`src/rtl/sfr_cfg.svh`:
```
// Constants for the supervisor fault response block
`ifndef SFR_CFG_SVH
`define SFR_CFG_SVH

`define SFR_ACT_NONE 2'h0
`define SFR_ACT_DELAYED 2'h1
`define SFR_RETRY_NONE 3'h0
`define SFR_DEG_ZERO 3'h0
`define SFR_CNT_ONE 3'h1
`define SFR_RESP_RESET 8'h80
`define SFR_TOFF_ONE 16'h0001
`define SFR_TOFF_ZERO 16'h0000
`define SFR_BYTE_ZERO 8'h00

// Sticky status bit positions
`define SFR_VOUT_OV_BIT 7
`define SFR_VOUT_UV_BIT 4
`define SFR_VIN_OV_BIT 7
`define SFR_VIN_UV_BIT 4
`define SFR_TEMP_OT_BIT 7
`define SFR_TEMP_UT_BIT 4
`define SFR_BYTE_OFF_BIT 6
`define SFR_BYTE_VOUT_OV_BIT 5
`define SFR_BYTE_TEMP_BIT 2
`define SFR_BYTE_HIGH_BIT 0
`define SFR_WORD_VOUT_BIT 7
`define SFR_WORD_INPUT_BIT 5

`endif

```
`src/rtl/sfr_pkg.sv`:
```
// Types shared by the supervisor fault response block
`default_nettype none
package sfr_pkg;
   typedef struct packed {
      logic [1:0] action;
      logic [2:0] retry;
      logic [2:0] deglitch;
   } sfr_resp_t;

   typedef struct packed {
      logic ot;
      logic ut;
      logic vin_ov;
      logic vin_uv;
   } sfr_adc_fault_t;

   typedef enum logic [1:0] {
      SFR_OFF = 2'b00,
      SFR_RUN = 2'b01,
      SFR_SEQ = 2'b10,
      SFR_FAULTED = 2'b11
   } sfr_state_t;
endpackage
`default_nettype wire

```
`src/rtl/sfr_deglitch.sv`:
```
// Deglitch filter and trip decision for one supervisor fault
`include "sfr_cfg.svh"
`default_nettype none
module sfr_deglitch
   import sfr_pkg::*;
(
   input wire logic clock_in,
   input wire logic nrst_in,
   input wire logic sample_tick_in,
   input wire logic fault_in,
   input wire sfr_resp_t cfg_in,
   output logic trip_out
);
   logic [2:0] cnt_ff;
   logic trip_ff;
   logic nxt_trip;

   always_ff @(posedge clock_in or negedge nrst_in) begin
      if (!nrst_in) begin
         cnt_ff <= `SFR_DEG_ZERO;
      end else if (!fault_in) begin
         cnt_ff <= `SFR_DEG_ZERO;
      end else if (sample_tick_in && cnt_ff < cfg_in.deglitch) begin
         cnt_ff <= cnt_ff + `SFR_CNT_ONE;
      end
   end

   // Upper action bit skips the filter; delayed action waits the count
   always_comb begin
      nxt_trip = 1'b0;
      if (fault_in && cfg_in.action[1]) begin
         nxt_trip = 1'b1;
      end else if (fault_in && cfg_in.action == `SFR_ACT_DELAYED) begin
         nxt_trip = (cnt_ff >= cfg_in.deglitch);
      end
   end

   always_ff @(posedge clock_in or negedge nrst_in) begin
      if (!nrst_in) begin
         trip_ff <= 1'b0;
      end else begin
         trip_ff <= nxt_trip;
      end
   end

   assign trip_out = trip_ff;

   a_count_restart: assert property (
      @(posedge clock_in) disable iff (!nrst_in)
      !fault_in |=> cnt_ff == `SFR_DEG_ZERO)
      else $error("deglitch count not cleared");
   a_zero_delay: assert property (
      @(posedge clock_in) disable iff (!nrst_in)
      fault_in && cfg_in.action == `SFR_ACT_DELAYED
      && cfg_in.deglitch == `SFR_DEG_ZERO |=> trip_ff)
      else $error("zero deglitch did not trip at once");
   a_no_early_trip: assert property (
      @(posedge clock_in) disable iff (!nrst_in)
      cfg_in.action == `SFR_ACT_DELAYED && cnt_ff < cfg_in.deglitch
      |=> !trip_ff)
      else $error("fault tripped before deglitch ran out");
endmodule
`default_nettype wire

```
`src/rtl/sfr_top.sv`:
```
// Per-channel fault response for the high-speed output supervisor
`include "sfr_cfg.svh"
`default_nettype none
module sfr_top
   import sfr_pkg::*;
(
   input wire logic clock_in,
   input wire logic nrst_in,
   input wire logic sample_tick_in,
   input wire logic ov_detect_in,
   input wire logic uv_detect_in,
   input wire sfr_adc_fault_t adc_fault_in,
   input wire logic current_mode_in,
   input wire logic control_pin_in,
   input wire logic operation_on_in,
   input wire logic shutdown_style_in,
   input wire logic [15:0] toff_ticks_in,
   input wire logic [2:0] retry_limit_in,
   input wire logic other_shutdown_in,
   input wire logic fault_clear_in,
   input wire logic ov_cfg_wr_in,
   input wire logic uv_cfg_wr_in,
   input wire logic [7:0] cfg_wdata_in,
   output logic [7:0] ov_cfg_out,
   output logic [7:0] uv_cfg_out,
   output logic channel_enable_out,
   output logic [2:0] attempts_out,
   output logic [7:0] status_byte_out,
   output logic [7:0] status_word_hi_out,
   output logic [7:0] status_vout_out,
   output logic [7:0] status_vin_out,
   output logic [7:0] status_temp_out,
   output logic alert_request_n_out
);
   sfr_resp_t ov_cfg_ff;
   sfr_resp_t uv_cfg_ff;
   sfr_state_t state_ff;
   logic ctl_meta_ff;
   logic ctl_sync_ff;
   logic [15:0] toff_cnt_ff;
   logic [2:0] attempts_ff;
   logic lock_ff;
   logic enable_ff;
   logic alert_n_ff;
   logic [7:0] st_byte_ff;
   logic [7:0] st_word_ff;
   logic [7:0] st_vout_ff;
   logic [7:0] st_vin_ff;
   logic [7:0] st_temp_ff;
   logic ov_trip;
   logic uv_trip;
   logic vout_trip;
   logic on_cmd;
   logic [2:0] trip_retry;

   // Sticky flag update: a set in the clearing cycle wins
   function automatic logic [7:0] sticky(input logic [7:0] cur,
                                         input logic [7:0] set,
                                         input logic clr);
      sticky = (clr ? `SFR_BYTE_ZERO : cur) | set;
   endfunction

   always_ff @(posedge clock_in or negedge nrst_in) begin
      if (!nrst_in) begin
         ctl_meta_ff <= 1'b0;
         ctl_sync_ff <= 1'b0;
      end else begin
         ctl_meta_ff <= control_pin_in;
         ctl_sync_ff <= ctl_meta_ff;
      end
   end

   assign on_cmd = ctl_sync_ff && operation_on_in;

   always_ff @(posedge clock_in or negedge nrst_in) begin
      if (!nrst_in) begin
         ov_cfg_ff <= `SFR_RESP_RESET;
         uv_cfg_ff <= `SFR_RESP_RESET;
      end else begin
         if (ov_cfg_wr_in) begin
            ov_cfg_ff <= cfg_wdata_in;
         end
         if (uv_cfg_wr_in) begin
            uv_cfg_ff <= cfg_wdata_in;
         end
      end
   end

   sfr_deglitch u_ov (
      .clock_in(clock_in),
      .nrst_in(nrst_in),
      .sample_tick_in(sample_tick_in),
      .fault_in(ov_detect_in && !current_mode_in),
      .cfg_in(ov_cfg_ff),
      .trip_out(ov_trip)
   );

   sfr_deglitch u_uv (
      .clock_in(clock_in),
      .nrst_in(nrst_in),
      .sample_tick_in(sample_tick_in),
      .fault_in(uv_detect_in && !current_mode_in),
      .cfg_in(uv_cfg_ff),
      .trip_out(uv_trip)
   );

   assign vout_trip = ov_trip || uv_trip;
   // Overvoltage takes priority when both trip together
   assign trip_retry = ov_trip ? ov_cfg_ff.retry : uv_cfg_ff.retry;

   always_ff @(posedge clock_in or negedge nrst_in) begin
      if (!nrst_in) begin
         state_ff <= SFR_OFF;
         toff_cnt_ff <= `SFR_TOFF_ZERO;
      end else begin
         unique case (state_ff)
            SFR_OFF: begin
               if (on_cmd && !lock_ff) begin
                  state_ff <= SFR_RUN;
               end
            end
            SFR_RUN: begin
               if (other_shutdown_in) begin
                  state_ff <= SFR_FAULTED;
               end else if (!on_cmd) begin
                  state_ff <= SFR_OFF;
               end else if (vout_trip && shutdown_style_in) begin
                  state_ff <= SFR_SEQ;
                  toff_cnt_ff <= toff_ticks_in;
               end else if (vout_trip) begin
                  state_ff <= SFR_FAULTED;
               end
            end
            SFR_SEQ: begin
               if (other_shutdown_in || toff_cnt_ff == `SFR_TOFF_ZERO) begin
                  state_ff <= SFR_FAULTED;
               end else if (sample_tick_in) begin
                  toff_cnt_ff <= toff_cnt_ff - `SFR_TOFF_ONE;
               end
            end
            SFR_FAULTED: begin
               if (fault_clear_in || !on_cmd) begin
                  state_ff <= SFR_OFF;
               end else if (!lock_ff && attempts_ff < retry_limit_in
                            && sample_tick_in) begin
                  state_ff <= SFR_RUN;
               end
            end
         endcase
      end
   end

   // Lock holds the output off until software clears faults;
   // a trip or other-shutdown lock raised in the clearing cycle wins over the clear; the retry-limit lock does not
   always_ff @(posedge clock_in or negedge nrst_in) begin
      if (!nrst_in) begin
         lock_ff <= 1'b0;
      end else if (state_ff == SFR_RUN && vout_trip
                   && trip_retry == `SFR_RETRY_NONE) begin
         lock_ff <= 1'b1;
      end else if (other_shutdown_in && state_ff != SFR_OFF) begin
         lock_ff <= 1'b1;
      end else if (fault_clear_in) begin
         lock_ff <= 1'b0;
      end else if (state_ff == SFR_FAULTED
                   && attempts_ff >= retry_limit_in) begin
         lock_ff <= 1'b1;
      end
   end

   always_ff @(posedge clock_in or negedge nrst_in) begin
      if (!nrst_in) begin
         attempts_ff <= `SFR_RETRY_NONE;
      end else if (fault_clear_in || !on_cmd) begin
         attempts_ff <= `SFR_RETRY_NONE;
      end else if (state_ff == SFR_FAULTED && !lock_ff
                   && attempts_ff < retry_limit_in && sample_tick_in) begin
         attempts_ff <= attempts_ff + `SFR_CNT_ONE;
      end
   end

   // Channel stays on while sequencing off
   always_ff @(posedge clock_in or negedge nrst_in) begin
      if (!nrst_in) begin
         enable_ff <= 1'b0;
      end else begin
         enable_ff <= (state_ff == SFR_RUN) || (state_ff == SFR_SEQ);
      end
   end

   always_ff @(posedge clock_in or negedge nrst_in) begin
      if (!nrst_in) begin
         st_vout_ff <= `SFR_BYTE_ZERO;
         st_vin_ff <= `SFR_BYTE_ZERO;
         st_temp_ff <= `SFR_BYTE_ZERO;
      end else begin
         st_vout_ff <= sticky(st_vout_ff,
            (8'(ov_trip) << `SFR_VOUT_OV_BIT)
            | (8'(uv_trip) << `SFR_VOUT_UV_BIT), fault_clear_in);
         st_vin_ff <= sticky(st_vin_ff,
            (8'(adc_fault_in.vin_ov) << `SFR_VIN_OV_BIT)
            | (8'(adc_fault_in.vin_uv) << `SFR_VIN_UV_BIT),
            fault_clear_in);
         st_temp_ff <= sticky(st_temp_ff,
            (8'(adc_fault_in.ot) << `SFR_TEMP_OT_BIT)
            | (8'(adc_fault_in.ut) << `SFR_TEMP_UT_BIT),
            fault_clear_in);
      end
   end

   always_ff @(posedge clock_in or negedge nrst_in) begin
      if (!nrst_in) begin
         st_byte_ff <= `SFR_BYTE_ZERO;
         st_word_ff <= `SFR_BYTE_ZERO;
      end else begin
         st_byte_ff <= sticky(st_byte_ff,
            (8'(state_ff == SFR_FAULTED) << `SFR_BYTE_OFF_BIT)
            | (8'(ov_trip) << `SFR_BYTE_VOUT_OV_BIT)
            | (8'(adc_fault_in.ot || adc_fault_in.ut)
               << `SFR_BYTE_TEMP_BIT)
            | (8'(vout_trip || adc_fault_in.vin_ov || adc_fault_in.vin_uv)
               << `SFR_BYTE_HIGH_BIT), fault_clear_in);
         st_word_ff <= sticky(st_word_ff,
            (8'(vout_trip) << `SFR_WORD_VOUT_BIT)
            | (8'(adc_fault_in.vin_ov || adc_fault_in.vin_uv)
               << `SFR_WORD_INPUT_BIT), fault_clear_in);
      end
   end

   // Alert follows the sticky VOUT, VIN and temperature status one cycle later
   always_ff @(posedge clock_in or negedge nrst_in) begin
      if (!nrst_in) begin
         alert_n_ff <= 1'b1;
      end else begin
         alert_n_ff <= !(|{st_vout_ff, st_vin_ff, st_temp_ff});
      end
   end

   assign ov_cfg_out = ov_cfg_ff;
   assign uv_cfg_out = uv_cfg_ff;
   assign channel_enable_out = enable_ff;
   assign attempts_out = attempts_ff;
   assign status_byte_out = st_byte_ff;
   assign status_word_hi_out = st_word_ff;
   assign status_vout_out = st_vout_ff;
   assign status_vin_out = st_vin_ff;
   assign status_temp_out = st_temp_ff;
   assign alert_request_n_out = alert_n_ff;

   a_action_none: assert property (
      @(posedge clock_in) disable iff (!nrst_in)
      ov_trip |-> $past(ov_cfg_ff.action) != `SFR_ACT_NONE)
      else $error("trip with action none");
   a_current_mode: assert property (
      @(posedge clock_in) disable iff (!nrst_in)
      $past(current_mode_in) |-> !ov_trip && !uv_trip)
      else $error("trip in current measurement mode");
   a_fast_shutdown: assert property (
      @(posedge clock_in) disable iff (!nrst_in)
      state_ff == SFR_RUN && vout_trip && on_cmd && !other_shutdown_in
      && !shutdown_style_in |=> state_ff == SFR_FAULTED ##1 !enable_ff)
      else $error("immediate shutdown missed");
   a_lock_holds: assert property (
      @(posedge clock_in) disable iff (!nrst_in)
      state_ff == SFR_FAULTED && lock_ff && !fault_clear_in
      |=> state_ff != SFR_RUN)
      else $error("restart while locked");
   a_retry_step: assert property (
      @(posedge clock_in) disable iff (!nrst_in)
      state_ff == SFR_FAULTED ##1 state_ff == SFR_RUN
      |-> attempts_ff == $past(attempts_ff) + `SFR_CNT_ONE)
      else $error("restart not counted");
   a_retry_clear: assert property (
      @(posedge clock_in) disable iff (!nrst_in)
      fault_clear_in || !on_cmd |=> attempts_ff == `SFR_RETRY_NONE)
      else $error("retry count not cleared");
   a_alert_low: assert property (
      @(posedge clock_in) disable iff (!nrst_in)
      adc_fault_in.ot |=> st_temp_ff[`SFR_TEMP_OT_BIT] ##1 !alert_n_ff)
      else $error("alert not raised");
   a_vin_status: assert property (
      @(posedge clock_in) disable iff (!nrst_in)
      adc_fault_in.vin_uv |=> st_vin_ff[`SFR_VIN_UV_BIT]
      && st_word_ff[`SFR_WORD_INPUT_BIT])
      else $error("input fault status missing");

   c_ov_trip: cover property (@(posedge clock_in) disable iff (!nrst_in)
      state_ff == SFR_RUN && ov_trip);
   c_seq_off: cover property (@(posedge clock_in) disable iff (!nrst_in)
      state_ff == SFR_SEQ ##1 state_ff == SFR_FAULTED);
   c_restart: cover property (@(posedge clock_in) disable iff (!nrst_in)
      state_ff == SFR_FAULTED ##1 state_ff == SFR_RUN);
   c_alert: cover property (@(posedge clock_in) disable iff (!nrst_in)
      $fell(alert_n_ff));
endmodule
`default_nettype wire

```
`config.mk`:
```
export PLATFORM = sky130hd
export DESIGN_NAME = sfr_top
export DESIGN_NICKNAME = d
export VERILOG_FILES = /design/src/rtl/sfr_pkg.sv /design/src/rtl/sfr_deglitch.sv /design/src/rtl/sfr_top.sv
export VERILOG_INCLUDE_DIRS = /design/src /design/src/rtl
export SDC_FILE = /design/constraint.sdc
export NUM_CORES = 1
export LEC_CHECK = 0
export ABC_AREA = 1
export BUFFER_PORTS_ARGS = -buffer_cell sky130_fd_sc_hd__buf_2
export CAP_MARGIN = 15
export CORE_ASPECT_RATIO = 2
export CORE_UTILIZATION = 32
export DETAILED_ROUTE_END_ITERATION = 12
export GPL_TIMING_DRIVEN = 0
export PLACE_DENSITY = 0.54
export REMOVE_ABC_BUFFERS = 1
export SETUP_SLACK_MARGIN = 0.2
export SYNTH_ARGS = -nofsm -noshare
export SYNTH_HDL_FRONTEND = slang
export SYNTH_HIERARCHICAL = 1
export SYNTH_SLANG_ARGS = --single-unit
```
`constraint.sdc`:
```
create_clock -name clock_in -period 2.2 [get_ports clock_in]
set_input_delay 0.55 -clock clock_in [delete_from_list [all_inputs] [get_ports clock_in]]
set_output_delay 0.55 -clock clock_in [all_outputs]
set_load 0.01 [all_outputs]
```
Yosys cells after proc, flatten, opt, wreduce, memory -nomap -nowiden --
Cells that the tools add are included.
Word-level totals: register bits after elaboration 90, input port bits 44, output and inout bits 61, logic and storage cells 138
Operators by class: add/subtract/negate cells 4, magnitude comparators 6, eq/ne operators 16, multiplexer cells 35, bitwise operators 12, reduce and logical (&&, ||, !) cells 42
Operator list (number):
- 16-bit two-way mux | 5
- 8-bit two-way mux | 5
- 8-bit bitwise OR | 4
- 16-bit case mux with 2 select lines | 1
- 8-bit by 5-bit bitwise OR with 8-bit output | 3
- 24-bit OR reduction | 1
- 3-bit two-way mux | 7
- 1-bit logical AND | 20
- 2-bit inequality test (second input constant) | 9
- 16-bit logical NOT | 1
- 2-bit two-way mux | 8
- 16-bit by 1-bit subtractor with 16-bit output (second input constant) | 1
- 3-bit by 1-bit adder with 3-bit output (second input constant) | 3
- 3-bit greater-or-equal comparator | 3
- 3-bit < comparator | 3
- 1-bit logical OR | 8
- 1-bit two-way mux | 8
- 8-bit by 6-bit bitwise OR with 8-bit output | 1
- 8-bit by 7-bit bitwise OR with 8-bit output | 1
- 2-bit case mux with 4 select lines | 1
- 7-bit by 1-bit bitwise OR with 7-bit output | 1
- 7-bit by 3-bit bitwise OR with 7-bit output | 1
- 7-bit by 6-bit bitwise OR with 7-bit output | 1
- 2-bit by 1-bit equality test with 1-bit output (second input constant) | 3
- 10 further kinds | 16

Logic depth before layout (Yosys ltp) --
word-level depth 6, gate-level depth with buffers 13, depth with buffers taken out 12

Cells and area by module --
The synthesis kept the hierarchy.
By module, submodules not included:
- sfr_top | times used 1, cells an instance 402, area an instance 3160.5 µm², sequential area each 1355.0 µm²
- sfr_deglitch | times used 2, cells an instance 41, area an instance 299.0 µm², sequential area each 100.1 µm²

Least setup slack after synthesis --
Ideal clock, no wire load.
path kind input port to flip-flop, start point input port retry_limit_in[2], end point register attempts_ff[2], in the netlist attempts_out[2], library setup time 0.083 ns, data arrival time 1.575 ns, data required time 2.117 ns, path slack 0.542 ns, cell stages on the path 7, cell sequence inv_1 -> ha_1 -> a21oi_1 -> nand3_1 -> o21ai_0 -> nand3_1 -> o21ai_0
Between the ends: longest elaborated chain between the ends 4
Ends and longest elaborated chain:
- start, declared | RTL line sfr_top.sv:18 | input wire logic [2:0] retry_limit_in,
- 3-bit < comparator | RTL line sfr_top.sv:177 | && attempts_ff < retry_limit_in && sample_tick_in) begin
- 1-bit logical AND (2 in a row) | RTL line sfr_top.sv:177
- 2-bit nonzero test (no source line)
- end signal, assigned | RTL line sfr_top.sv:173 | attempts_ff <= `SFR_RETRY_NONE;
- end signal, assigned | RTL line sfr_top.sv:175 | attempts_ff <= `SFR_RETRY_NONE;
- end signal, assigned | RTL line sfr_top.sv:178 | attempts_ff <= attempts_ff + `SFR_CNT_ONE;
- end, declared | RTL line sfr_top.sv:41 | logic [2:0] attempts_ff;
Every way passes these cells. A chain may end at the register's enable or synchronous reset.

Final worst setup path --
start point register attempts_ff[2], in the netlist attempts_out[2], end point register attempts_ff[2], in the netlist attempts_out[2]
Between the ends: longest elaborated chain between the ends 4, elaborated cells between the ends (all ways) 7
Ends and longest elaborated chain (RTL line):
- 3-bit < comparator | sfr_top.sv:177
- 1-bit logical AND (2 in a row) | sfr_top.sv:177
- 2-bit nonzero test (no source line)
Several ways; a longest one is shown, not always the timed one. The select of a mux whose other input is x is not followed.

==> impl_metrics.py <==
metrics = {
    "final_layout": {
        "mostFrequentLayoutCell": "nand2_1",
        "drive_above_1_share": 0.2246,
        "diodes": 0,
        "nFillCells": 1214,
        "seqCellArea_um2": 1555,
        "fin_area_um2": 4532,
        "final_cell_mix": "149 x nand2_1, 75 x buf_2, 59 x dfrtp_1, 58 x inv_1",
        "multi_input_area_um2": 1818,
        "syn2layout_area_growth_pct": 20.57,
        "final_nets": 627,
    },
    "route": {
        "vias_per_cell": 4.567,
        "vias": 3252,
        "drcViolationCount": 0,
        "wl_um": 9168,
        "ant_nets": 0,
        "wire_per_inst_um": 12.88,
        "drt-initial-drc-count": 108,
        "firstDrtPassIters": 4,
    },
    "cts": {
        "cts_sinks": 62,
        "cts_buffers": 9,
        "cts_root_buf": "clkbuf_16",
        "clockBufferDepth": 2,
        "cts_tree": "yes",
        "cts_max_level": 3,
        "cts.reportedPaths.clkPinSlew_ps": 60,
        "clock_latency_ps": 330,
    },
    "floorplanning": {
        "io_pins": 105,
        "die-area_um2": 12210,
        "fp.dieW_um": 78.64,
        "std_cell_rows": 55,
        "start_util": 0.3310,
        "fp.coreArea_um2": 11350,
        "fp.dieH_um": 155.3,
    },
    "worst_setup_path": {
        "reg2regPathDepth": 6,
        "end_kind": "flop",
        "worstPathArrival_ps": 2040,
        "crit_fanout": 4,
        "crit_path_start_kind": "flop",
        "critPathKind": "reg2reg",
        "cp_data_required_time_ps": 2440,
    },
    "logic_synthesis": {
        "yosysUniqueCellTypes": 36,
        "synthXorXnorAreaFrac": 0.004660,
        "synthCells": 484,
        "synthAdderAreaFrac": 0.05992,
        "synthesis.area_um2": 3759,
        "synth-compound-area-share": 0.06391,
        "yosys.area_share.simple": 0.2803,
        "ys_warn_count": 6,
        "synth.yosys.seq_area_share": 0.4138,
        "synth_mux_area_frac": 0.04161,
        "ys_ff_latch": 62,
        "synth_area_per_cell_um2": 7.766,
        "synth_top_family_by_area": "simple AND/OR/NAND/NOR gates",
    },
    "sta": {
        "finalSetupTns_ps": 0,
        "fin_crit_sh": 0.8181,
        "holdWs_ps": 302.9,
        "rsz0062_at_grt": "no",
        "period_minus_slack_ps": 1800,
        "final_hold_viol_count": 0,
        "tightest_slew_ps": 822.8,
        "fin_skew_ps": 8.548,
        "setup_viol": 0,
        "setup_slack_ps": 400.2,
        "slew_viol_final": 0,
        "maxSlewHeadroom": 0.4515,
        "fmax_mhz": 555.6,
    },
    "grt": {
        "grt_pass1_wl_um": 15170,
        "antenna_found_initial": 0,
        "overflow": 0,
        "first_global_vias": 3261,
        "grt_max_degree": 63,
        "grt_usage": 0.1624,
    },
    "worst_hold_path": {
        "hold_path_class": "in2async",
    },
    "place": {
        "placed_area_um2": 4143,
        "port_buffers": 76,
        "pre_cts_ws_ps": -444.1,
        "hpwl_um": 6964,
        "place_congestion": 0.8400,
    },
    "flow_run": {
        "drv_cap": 0,
    },
    "outcome": {
        "status": "finished, final reports clean",
    },
    "pwr": {
        "ir_drop_v": 0.0004917,
        "p_per_area_nw_per_um2": 1078,
        "p_leak_nw": 2.510,
    },
}
[area by class of cell]
type                       instances  area share
clock inverter                     4     0.01546
multi-input combinational        350      0.4012
sequential                        62      0.3432
inverter                          61     0.05108
timing repair buffer              81     0.09553
clock buffer                      12     0.05439
tap                              142     0.03920
[per-layer routing]
layer,vias to the layer above,part of all wire,global-route usage
met5,-,0,0
met4,0,0.024,0.07319
met3,19,0.043,0.03402
met2,87,0.56,0.3143
met1,1505,0.38,0.1588
li1,1641,-,-
[worst paths after layout]
kind                                        startpoint                      endpoint  slack, ps
min in group clock_in                   control_pin_in         ctl_meta_ff$_DFF_PN0_        330
max reg2reg                attempts_out[2]$_DFFE_PN0P_   attempts_out[2]$_DFFE_PN0P_        400
min reg2reg                      ctl_meta_ff$_DFF_PN0_         ctl_sync_ff$_DFF_PN0_        350
min                                            nrst_in   toff_cnt_ff[15]$_DFFE_PN0P_        300
max                        attempts_out[2]$_DFFE_PN0P_   attempts_out[2]$_DFFE_PN0P_        400
max in group asynchronous                      nrst_in  status_byte_out[6]$_DFF_PN0_       1330
[sequential cells by signal, summed over array words and instances (netlist names), named ones only]
register and count:
u_uv/cnt_ff 3, attempts_out 3, alert_request_n_out 1, uv_cfg_out 8, u_ov/cnt_ff 3, status_vout_out 2
lock_ff 1, toff_cnt_ff 16, status_temp_out 2, status_vin_out 2, channel_enable_out 1, ctl_meta_ff 1
status_byte_out 4, u_uv/trip_out 1, ov_cfg_out 8, state_ff 1, ctl_sync_ff 1, u_ov/trip_out 1
status_word_hi_out 2
[critical path, cell delays in order (launching register included)]
cell and delay, ps:
dfrtp_1 410, ha_1 310, a21oi_1 230, nand3_1 150
o21ai_0 400, nand3_1 110, o21ai_0 90
[repair_timing]
| item | in CTS | in global routing |
|---|---|---|
| resized for setup | 3 | 2 |
| gates cloned | 0 | 0 |
| setup endpoints to repair | 18 | 16 |
| buffers inserted | 1 | 4 |
| hold buffers | 0 | 0 |
| pin swaps | 1 | 0 |
[synthesized netlist by cell type (all sizes together)]
cell,instances,area share
dfrtp,59,0.39
a22oi,1,0.0020
nor3,1,0.0013
dfstp,3,0.021
inv,60,0.060
ha,18,0.060
buf,32,0.067
o21bai,3,0.0060
nand2,153,0.16
and3b,2,0.0047
and3,1,0.0017
nand3b,1,0.0020
clkbuf,6,0.0067
o22ai,1,0.0017
nand4,10,0.017
mux2,13,0.039
nor2,42,0.045
a21oi,11,0.016
xor2,2,0.0047
o21ai,23,0.035
mux2i,1,0.0027
conb,1,0.0010
a21o,1,0.0020
clkinv,1,0.0010
o31ai,1,0.0020
nand3,37,0.049
[cell families (layout without fill, tap and decap cells)]
group,after synthesis,in the layout
compound gates,41,41
xor+xnor,2,2
fa+ha+maj,18,18
buf+inv,99,158
flops,62,62
mux,14,14
other cells,1,28
simple gates,247,247
[where the power goes]
part           switching, mW  leakage, nW  internal, mW
logic                   1.10         1.60         0.634
registers              0.244        0.754          1.39
clock network          0.501        0.157          1.02
total                   1.84         2.51          3.04
[per-stage QoR]
stage / total power [mW] / util / instances
CTS: 4.913 / 0.3963 / 708
detailed placement: 3.281 / 0.3648 / 691
finish: 4.886 / 0.3991 / 712
global placement: 3.246 / 0.3646 / 691
global route: 5.268 / 0.3991 / 712
floorplan: 2.767 / - / 473
Power figures use the tool's default switching activity.
